===== config.mk =====
export PLATFORM = sky130hd
export DESIGN_NAME = scs_compensation_engine
export DESIGN_NICKNAME = d
export VERILOG_FILES = /design/src/logic/scs_pkg.sv /design/src/logic/scs_compensation_engine.sv
export SDC_FILE = /design/constraint.sdc
export NUM_CORES = 2
export LEC_CHECK = 0
export BUFFER_PORTS_ARGS = -buffer_cell sky130_fd_sc_hd__buf_2
export CAP_MARGIN = 5
export CORE_MARGIN = 3
export CORE_UTILIZATION = 44
export DETAILED_ROUTE_END_ITERATION = 12
export PLACE_DENSITY = 0.67
export SETUP_SLACK_MARGIN = 0.1
export SLEW_MARGIN = 20
export SYNTH_ARGS = -nofsm -noshare
export SYNTH_HDL_FRONTEND = slang
export SYNTH_SLANG_ARGS = --single-unit

===== constraint.sdc =====
create_clock -name pclk -period 13.6 [get_ports pclk]
set_input_delay 2.72 -clock pclk [delete_from_list [all_inputs] [get_ports pclk]]
set_output_delay 2.72 -clock pclk [all_outputs]
set_load 0.03 [all_outputs]

===== src/logic/scs_pkg.sv =====
// Purpose: Constants shared by the sensor compensation engine
// Assumes: One stored byte per APB word, byte index times four
// Notes:   Store layout and status offsets are fixed here only
`default_nettype none
package scs_pkg;
  // ==========================================================
  // Bus and store geometry
  localparam int           STORE_DEPTH = 64;
  localparam int           ADDR_W      = 9;
  localparam int           FRAC_BITS   = 10;
  localparam logic [ADDR_W-1:0] ADDR_STAT0 = 9'h100;
  localparam logic [ADDR_W-1:0] ADDR_STAT1 = 9'h104;
  localparam logic [7:0]   STORE_RESET = 8'h00;
  localparam logic [15:0]  FILT_RESET  = 16'h0000;
  localparam logic [3:0]   FILT_MAX    = 4'h6;
  // ==========================================================
  // Stored byte indices
  localparam int BYTE_COARSE = 2;
  localparam int BYTE_GAIN   = 3;
  localparam int BYTE_OFS    = 4;
  localparam int TC_BASE     = 5;   // 4 gaps x (gain lo, ofs lo, msbs)
  localparam int BYTE_HI     = 17;  // [1:0] gain msbs, [3:2] offset msbs
  localparam int TBP_BASE    = 18;  // 3 breakpoints, hi then lo
  localparam int BYTE_MODE   = 24;
  localparam int BYTE_FILT   = 25;
  localparam int BYTE_GAPS   = 26;
  localparam int ALM_BASE    = 27;  // low trig, low out, high trig, high out
  localparam int BYTE_CTRL   = 31;
  localparam int SIG_BASE    = 32;  // 5 segments of 6 bytes
  localparam int SIG_STRIDE  = 6;
  // ==========================================================
  // Mode byte bits
  localparam int MODE_DIG    = 6;
  localparam int MODE_ALARM  = 5;
  localparam int MODE_STEER  = 4;
  // ==========================================================
  // Source select codes
  localparam logic [3:0] SRC_TEMP = 4'h2;
  localparam logic [3:0] SRC_AMP  = 4'h6;
  localparam logic [3:0] SRC_GND  = 4'h0;
  localparam logic [3:0] SRC_VOUT = 4'h3;
  localparam logic [3:0] SRC_AUX1 = 4'h4;
  localparam logic [3:0] SRC_AUX2 = 4'h5;
  // ==========================================================
  // Gap count codes
  localparam logic [3:0] SGAP_FIX = 4'hF;
  localparam logic [3:0] SGAP_1   = 4'hE;
  localparam logic [3:0] SGAP_2   = 4'hC;
  localparam logic [3:0] SGAP_3   = 4'hA;
  localparam logic [3:0] SGAP_4   = 4'h8;
  localparam logic [3:0] SGAP_5   = 4'h6;
  localparam logic [3:0] TGAP_2   = 4'h5;
  localparam logic [3:0] TGAP_3   = 4'h8;
  localparam logic [3:0] TGAP_4   = 4'hB;
endpackage
`default_nettype wire


===== src/logic/scs_compensation_engine.sv =====
// Purpose: Gain/offset DAC codes, signal correction, alarm, steering
// Assumes: Digitised inputs synchronous to pclk, APB slave, no wait
// Notes:   Registered outputs recomputed every cycle, one cycle latency; APB outputs are combinational
// Functional notes
// - Continuously recompute gain and offset codes from store, four temp gaps.
// - First temp gap: gain is fixed gain minus coeff1 times (T1 minus temp).
// - Gap two adds coeff2 times excess; gaps three, four accumulate.
// - Fixed gain is ten bits from stored bytes 3 and 17.
// - Fixed offset is ten bits from stored bytes 4 and 17.
// - Offset code uses the same piecewise scheme with offset coefficients.
// - Coarse gain and coarse offset selections come from byte 2.
// - Digital mode: first range output is signal times slope plus ordinate.
// - Ranges two to five: (signal minus breakpoint) times slope plus ordinate.
// - Slopes are twelve bits: sign, unity bit, ten fraction bits.
// - Breakpoints are ten bits, stored high byte then low byte.
// - Upper gap-count nibble selects signal gaps: F,E,C,A,8,6.
// - Lower gap-count nibble selects temperature gaps: 0,5,8,11.
// - Alarm forces low or high output when source passes triggers.
// - Alarm levels are eight bits, compared to upper eight signal bits.
// - Byte 31 upper nibble selects alarm source signal.
// - Level steering drives aux pins showing level against three thresholds.
// - Level steering and alarm never active together.
// - Steering control byte matches alarm control byte format.
// - Filtered temperature moves by difference over two to the shift.
//
// The register offsets and the APB interface to the registers were left to the implementer.
`default_nettype none
module scs_compensation_engine (
  input  wire logic                      pclk,
  input  wire logic                      presetn,
  input  wire logic                      psel,
  input  wire logic                      penable,
  input  wire logic                      pwrite,
  input  wire logic [scs_pkg::ADDR_W-1:0] paddr,
  input  wire logic [31:0]               pwdata,
  output logic      [31:0]               prdata,
  output logic                           pready,
  output logic                           pslverr,
  input  wire logic                      temp_valid,
  input  wire logic [9:0]                temperature_signal,
  input  wire logic [9:0]                amplifier_signal,
  input  wire logic [9:0]                ground_reference_signal,
  input  wire logic [9:0]                voltage_output_signal,
  input  wire logic [9:0]                aux_one_level,
  input  wire logic [9:0]                aux_two_level,
  output logic      [9:0]                gain_dac,
  output logic      [9:0]                offset_dac,
  output logic      [2:0]                coarse_gain_sel,
  output logic      [4:0]                coarse_offset_sel,
  output logic      [9:0]                corrected_out,
  output logic                           alarm_active,
  output logic                           aux_pin_one_out,
  output logic                           aux_pin_one_oe,
  output logic                           aux_pin_two_out,
  output logic                           aux_pin_two_oe
);
  import scs_pkg::*;

  // ==========================================================
  // Coefficient store and APB slave
  logic [7:0]  store [STORE_DEPTH];
  logic [15:0] filt;
  logic        filt_primed;

  wire         access   = psel & penable;
  wire         in_store = paddr < ADDR_W'(STORE_DEPTH * 4);
  wire         is_stat0 = paddr == ADDR_STAT0;
  wire         is_stat1 = paddr == ADDR_STAT1;
  wire  [5:0]  widx     = paddr[7:2];
  wire         wr_store = access & pwrite & in_store;

  // Zero-wait slave; status words are read-only, writes ignored
  assign pready  = 1'b1;
  assign pslverr = access & ~(in_store | is_stat0 | is_stat1);
  assign prdata  = in_store ? {24'h000000, store[widx]}
                 : is_stat0 ? {6'h00, offset_dac, 6'h00, gain_dac}
                 : is_stat1 ? {filt, 6'h00, corrected_out}
                 : 32'h00000000;

  always_ff @(posedge pclk or negedge presetn) begin
    if (!presetn) begin
      for (int i = 0; i < STORE_DEPTH; i++) begin
        store[i] <= STORE_RESET;
      end
    end else if (wr_store) begin
      store[widx] <= pwdata[7:0];
    end
  end

  // ==========================================================
  // Configuration fields
  wire [7:0] mode     = store[BYTE_MODE];
  wire [3:0] s_code   = store[BYTE_GAPS][7:4];
  wire [3:0] t_code   = store[BYTE_GAPS][3:0];
  wire [3:0] src_code = store[BYTE_CTRL][7:4];
  wire [3:0] fshift_r = store[BYTE_FILT][3:0];
  wire [3:0] fshift   = (fshift_r > FILT_MAX) ? FILT_MAX : fshift_r;
  wire [9:0] fixed_gain   = {store[BYTE_HI][1:0], store[BYTE_GAIN]};
  wire [9:0] fixed_offset = {store[BYTE_HI][3:2], store[BYTE_OFS]};
  wire       steer_on = mode[MODE_STEER];
  // Steering owns the shared comparators, so it masks the alarm
  wire       alarm_on = mode[MODE_ALARM] & ~steer_on;

  // Temperature gap count: unknown codes fall back to fixed
  wire [2:0] n_tgap = (t_code == TGAP_4) ? 3'd4
                    : (t_code == TGAP_3) ? 3'd3
                    : (t_code == TGAP_2) ? 3'd2 : 3'd1;
  wire [2:0] n_sgap = (s_code == SGAP_5) ? 3'd5
                    : (s_code == SGAP_4) ? 3'd4
                    : (s_code == SGAP_3) ? 3'd3
                    : (s_code == SGAP_2) ? 3'd2
                    : (s_code == SGAP_1) ? 3'd1 : 3'd0;

  // ==========================================================
  // Temperature filter
  wire signed [16:0] f_diff = $signed({1'b0, temperature_signal, 6'h00})
                            - $signed({1'b0, filt});
  wire signed [16:0] f_step = f_diff >>> fshift;
  wire        [15:0] next_filt = filt_primed
                     ? filt + f_step[15:0]
                     : {temperature_signal, 6'h00};

  always_ff @(posedge pclk or negedge presetn) begin
    if (!presetn) begin
      filt        <= FILT_RESET;
      filt_primed <= 1'b0;
    end else if (temp_valid) begin
      filt        <= next_filt;
      filt_primed <= 1'b1;
    end
  end

  wire [9:0] tf = filt[15:6];

  // ==========================================================
  // Temperature gaps: breakpoints, selection, per-gap terms
  logic [9:0]         tbp   [3];
  logic signed [23:0] gterm [4];
  logic signed [23:0] oterm [4];

  genvar k;
  generate
    for (k = 0; k < 3; k++) begin : g_tbp
      assign tbp[k] = {store[TBP_BASE + 2*k][1:0],
                       store[TBP_BASE + 2*k + 1]};
    end
  endgenerate

  // Highest passed breakpoint wins; ascending breakpoints assumed
  wire [1:0] t_gap = (n_tgap > 3'd3 && tf >= tbp[2]) ? 2'd3
                   : (n_tgap > 3'd2 && tf >= tbp[1]) ? 2'd2
                   : (n_tgap > 3'd1 && tf >= tbp[0]) ? 2'd1
                   : 2'd0;

  generate
    for (k = 0; k < 4; k++) begin : g_tterm
      wire [7:0]         msb  = store[TC_BASE + 3*k + 2];
      wire signed [11:0] gc   = {msb[3:0], store[TC_BASE + 3*k]};
      wire signed [11:0] oc   = {msb[7:4], store[TC_BASE + 3*k + 1]};
      wire [9:0]         lo   = tbp[(k == 0) ? 0 : k - 1];
      wire [9:0]         hi   = (k == 0 || k == 3) ? tf : tbp[(k == 3) ? 2 : k];
      wire               live = n_tgap > 3'd1;
      wire               cur  = (k == 0) ? (t_gap == 2'd0)
                                         : (t_gap == 2'(k));
      wire               past = (k != 0) && (t_gap > 2'(k));
      // Gap 1 is negative of coeff times (T1 - temp); later gaps add
      wire signed [11:0] dt   = !live ? 12'sh000
                              : cur   ? $signed({2'b00, tf}) - $signed({2'b00, lo})
                              : past  ? $signed({2'b00, hi}) - $signed({2'b00, lo})
                              : 12'sh000;
      assign gterm[k] = gc * dt;
      assign oterm[k] = oc * dt;
    end
  endgenerate

  wire signed [25:0] gsum = 26'(gterm[0]) + 26'(gterm[1])
                          + 26'(gterm[2]) + 26'(gterm[3]);
  wire signed [25:0] osum = 26'(oterm[0]) + 26'(oterm[1])
                          + 26'(oterm[2]) + 26'(oterm[3]);
  // Coefficients carry ten fraction bits like the slopes
  wire signed [25:0] graw = $signed({16'h0000, fixed_gain})
                          + (gsum >>> FRAC_BITS);
  wire signed [25:0] oraw = $signed({16'h0000, fixed_offset})
                          + (osum >>> FRAC_BITS);

  function automatic logic [9:0] sat10(input logic signed [25:0] v);
    if (v < 0) begin
      return 10'h000;
    end else if (v > 26'sh00003FF) begin
      return 10'h3FF;
    end else begin
      return v[9:0];
    end
  endfunction

  wire [9:0] next_gain   = sat10(graw);
  wire [9:0] next_offset = sat10(oraw);

  // ==========================================================
  // Signal correction
  logic [9:0]         sbp  [5];
  logic signed [11:0] slp  [5];
  logic [9:0]         sord [5];

  generate
    for (k = 0; k < 5; k++) begin : g_seg
      localparam int B = SIG_BASE + SIG_STRIDE * k;
      assign sbp[k]  = {store[B][1:0], store[B + 1]};
      assign slp[k]  = {store[B + 3][3:0], store[B + 2]};
      assign sord[k] = {store[B + 4][1:0], store[B + 5]};
    end
  endgenerate

  wire [9:0] sig = amplifier_signal;
  wire [2:0] s_seg = (n_sgap > 3'd4 && sig >= sbp[4]) ? 3'd4
                   : (n_sgap > 3'd3 && sig >= sbp[3]) ? 3'd3
                   : (n_sgap > 3'd2 && sig >= sbp[2]) ? 3'd2
                   : (n_sgap > 3'd1 && sig >= sbp[1]) ? 3'd1
                   : 3'd0;
  // First range has no breakpoint: signal is used directly
  wire [9:0]         s_base = (s_seg == 3'd0) ? 10'h000 : sbp[s_seg];
  wire signed [11:0] s_dlt  = $signed({2'b00, sig}) - $signed({2'b00, s_base});
  wire signed [23:0] s_prod = s_dlt * slp[s_seg];
  wire signed [25:0] s_raw  = 26'(s_prod >>> FRAC_BITS)
                            + $signed({16'h0000, sord[s_seg]});
  wire [9:0] s_corr = (mode[MODE_DIG] && n_sgap != 3'd0) ? sat10(s_raw) : sig;

  // ==========================================================
  // Source mux, alarm clamp, level steering
  wire [9:0] src = (src_code == SRC_TEMP) ? temperature_signal
                 : (src_code == SRC_AMP)  ? amplifier_signal
                 : (src_code == SRC_VOUT) ? voltage_output_signal
                 : (src_code == SRC_AUX1) ? aux_one_level
                 : (src_code == SRC_AUX2) ? aux_two_level
                 : ground_reference_signal;
  wire [7:0] lvl      = src[9:2];
  wire [7:0] low_trig = store[ALM_BASE];
  wire [7:0] low_out  = store[ALM_BASE + 1];
  wire [7:0] hi_trig  = store[ALM_BASE + 2];
  wire [7:0] hi_out   = store[ALM_BASE + 3];
  wire       alm_low  = alarm_on & (lvl < low_trig);
  wire       alm_high = alarm_on & (lvl > hi_trig);
  wire [9:0] next_out = alm_low  ? {low_out, 2'b00}
                      : alm_high ? {hi_out, 2'b00}
                      : s_corr;
  // Steering reuses the first three alarm bytes as thresholds
  wire [1:0] st_code  = 2'(lvl > low_trig) + 2'(lvl > low_out)
                      + 2'(lvl > hi_trig);

  // ==========================================================
  // Output registers
  always_ff @(posedge pclk or negedge presetn) begin
    if (!presetn) begin
      gain_dac          <= 10'h000;
      offset_dac        <= 10'h000;
      coarse_gain_sel   <= 3'h0;
      coarse_offset_sel <= 5'h00;
      corrected_out     <= 10'h000;
      alarm_active      <= 1'b0;
      aux_pin_one_out   <= 1'b0;
      aux_pin_two_out   <= 1'b0;
      aux_pin_one_oe    <= 1'b0;
      aux_pin_two_oe    <= 1'b0;
    end else begin
      gain_dac          <= next_gain;
      offset_dac        <= next_offset;
      coarse_gain_sel   <= store[BYTE_COARSE][2:0];
      coarse_offset_sel <= store[BYTE_COARSE][7:3];
      corrected_out     <= next_out;
      alarm_active      <= alm_low | alm_high;
      aux_pin_one_out   <= steer_on & st_code[0];
      aux_pin_two_out   <= steer_on & st_code[1];
      aux_pin_one_oe    <= steer_on;
      aux_pin_two_oe    <= steer_on;
    end
  end
endmodule
`default_nettype wire


==> impl_results.md <==
* Status: completed
* Root buffer cell: clkbuf_16
* Synth cell types at 89
* Die area at 200000 um2
* WS Path Type: in -> reg
* Final min period at 13010 ps
* CTS buffer count at 68
* CP Buf/Inv Count at 8
* Yosys warns at 0
* WHS at 428 ps
* Most used cell, CP: a21o_1
* Post-synth top flop: dfrtp_1
* Final HPWL DP at 216 mm
* Clock tree buffer depth at 3
* Worst setup path endpoint: corrected_out[0]
* Critical path required time at 14110 ps
* # DRC at 0
* Aggregate global-route resource usage at 26.2%
* Max-slew headroom at 21.7%
* Clk slew on worst S/H paths at 60 ps
* Worst path max stage delay at 500 ps
* Slew Limit Fails at 0
* Core box area at 193000 um2
* Critical Path Slowest Stage Cell: fa_1
* Power density over the cells at 68.2 nW/um2
* I/O Buffers at 144
* Clk Latency, worst-skew pair at 660 ps
* Reg2reg start: g_tterm[0].lo[1]
* WP depth at 52
* Worst min-delay path class: reg -> reg
* Static leakage at 45.8 nW
* Max Clock Skew at 18.8 ps
* Layout Area Growth over Synthesis at 8.39%
* F_max at 76.9 MHz
* Synth Instances at 8619
* CP Max Fanout at 5
* Ys async rst share at 100%
* DP Worst Slack at -361 ps
* Startpoint types: input port
* Starting Density at 44.4%
* CP arrival at 13520 ps
* First drt pass iteration count at 8
* CTS tree: yes
* Final hold violation count at 0
* Largest net degree at the start of global routing at 159
* Vias per Instance at 5.47
* Die width at 448 um
* MaxCap Viol Count at 0
* Total Power Consumption at 6.34 mW
* Number of synthesized flops with an enable pin at 0
* Setup slack, reg-to-reg at 680 ps
* Final #Nets at 10.9k
* FF-to-FF path depth at 46
* RSZ-0062 raised after global routing: true
* GRT overflow at 0
* Die Ht at 448 um
* DRT Wirelength at 257 mm
* Register area share after synthesis at 16.6%
* Cell Area, Synth at 85900 um2
* Hold path cells at 0
* DRT iter0 DRCs at 4297
* Setup Viol. Count Final at 0
* First-pass GRT wire length at 398 mm
* Post-synthesis register bit count at 571
* TNS Setup at 0 ps
* Share of cells above drive strength 1 at 14.1%
* # rows at 161
* Top Ports at 184
* Kind of cell adding the most delay to the critical path: compound AO/OA/AOI/OAI gates
* Clock sink count at 571
* Final ANT Viol Nets at 0
* Wire per inst at 22.8 um
* Routed vias at 61.6k
* CP Capture Type: flop
* Initial antenna violation count at 12
* CP startpoint: amplifier_signal[0]
* Worst VDD drop at 93.9 uV
* Final Cycle Share at 95.6%
* Vias in the first global route at 65.9k
* CTS H-tree depth at 3
* Worst slew pin tran at 1170 ps
* Final Wtd Congestion at 0.966
* Post-Syn Area per Cell at 9.96 um2
* FF-to-FF End: gain_dac[4]
* Final Worst Setup Slack at 594 ps
## area by class of cell
cell class	instances	area (um2)
inverter	1858	6970
timing repair buffer	393	2740
multi-input combinational	5794	63600
clock inverter	28	358
tap	2526	3160
sequential	571	14300
fill	17600	100000
clock buffer	98	1960
antenna	5	12.5
## state kept, by name, summed over array words and instances, names as in the netlist, 10 cells and up
name / cells
fixed_gain: 10
sbp: 50
offset_dac: 10
store: 154
sord: 50
g_tterm.gc: 32
g_tterm.msb: 32
fixed_offset: 10
gain_dac: 10
g_tterm.lo: 10
g_tterm.oc: 32
slp: 60
corrected_out: 10
g_tterm.hi: 20
filt: 16
## layout by cell type, fill, tap and decap left out, types with 14 or more instances in the layout
cell type	Yosys	layout
inv_1	1854	1853
fa_1	1535	1535
nand2_1	1010	1010
dfrtp_1	571	570
ha_1	540	540
mux2_2	487	487
and2_1	292	292
a21oi_1	251	247
nor2_1	246	239
buf_4	8	236
o21ai_0	235	223
mux4_2	141	141
buf_2	4	141
xnor2_1	125	125
nand2b_1	86	86
mux2i_1	82	82
nand3_1	72	72
a21o_1	69	68
clkbuf_16	0	68
nor2b_1	58	58
nor3_1	52	45
o21a_1	43	43
xor2_1	44	42
o22ai_1	39	29
a211oi_1	26	24
and3_1	24	24
nand4_1	20	20
o21bai_1	19	19
a31oi_1	20	19
nand3b_1	18	18
or3_1	17	17
clkbuf_8	0	16
clkbuf_1	351	15
or2_2	14	14
a311oi_1	15	14
a22o_1	14	14
## cells by family after synthesis
kind of cell / count (synthesis) / synth area share (%)
adder cells (fa/ha/maj): 2075 / 43.7
XOR/XNOR: 169 / 1.72
other: 2 / 0.00875
multiplexers: 711 / 11.1
AND/OR/NAND/NOR: 1960 / 10.6
buffers and inverters: 2260 / 9.92
AO/OA/AOI/OAI: 871 / 6.41
flip-flops: 571 / 16.6
## worst min-delay path by stage
stage	slack, ps	start	to
2_1_floorplan	370	store[488]	coarse_gain_sel[0]
6_report	430	store[495]	coarse_offset_sel[4]
3_3_place_gp	410	store[495]	coarse_offset_sel[4]
3_5_place_dp	420	store[491]	coarse_offset_sel[0]
5_1_grt	450	store[491]	coarse_offset_sel[0]
4_1_cts	430	store[491]	coarse_offset_sel[0]
## power breakdown
group	leakage [nW]	switching [mW]	internal, mW
Combinational	37.0	1.47	1.02
Clock	1.15	0.789	1.12
Sequential	7.66	0.149	1.80
## Yosys cell counts, types with 20 or more instances
| library cell | count | area (um2) |
|---|---|---|
| fa_1 | 1535 | 30700 |
| xnor2_1 | 125 | 1090 |
| nand2_1 | 1010 | 3790 |
| a31oi_1 | 20 | 125 |
| ha_1 | 540 | 6760 |
| a211oi_1 | 26 | 195 |
| clkbuf_1 | 351 | 1320 |
| o21ai_0 | 235 | 1180 |
| a21o_1 | 69 | 518 |
| o21a_1 | 43 | 323 |
| nand2b_1 | 86 | 538 |
| nand3_1 | 72 | 360 |
| mux2_2 | 487 | 5480 |
| nand4_1 | 20 | 125 |
| mux4_2 | 141 | 3180 |
| nor3_1 | 52 | 260 |
| and3_1 | 24 | 150 |
| nor2_1 | 246 | 923 |
| mux2i_1 | 82 | 821 |
| dfrtp_1 | 571 | 14300 |
| a21oi_1 | 251 | 1260 |
| and2_1 | 292 | 1830 |
| nor2b_1 | 58 | 363 |
| o22ai_1 | 39 | 244 |
| xor2_1 | 44 | 385 |
| buf_1 | 39 | 146 |
| inv_1 | 1854 | 6960 |
## what timing repair did
action	CTS	global route
hold buffers	0	0
resized for setup	0	51
setup buffers	0	6
setup endpoints to repair	0	30
## layer usage
layer	track usage (%)	vias up	routed length, um
met2	43.0	2066	122000
met5	0.562	-	232
met1	33.3	32000	102000
met3	5.29	522	18300
li1	-	27000	-
met4	12.3	14	14400
## through the flow
stage	util (%)	instances	instance area, um2
CTS	48.0	11300	92800
global placement	46.8	11100	90400
global route	48.2	11300	93100
detailed placement	46.8	11100	90400
finish	48.2	11300	93100
floorplan	-	8624	85900
Power figures use the tool's default switching activity.
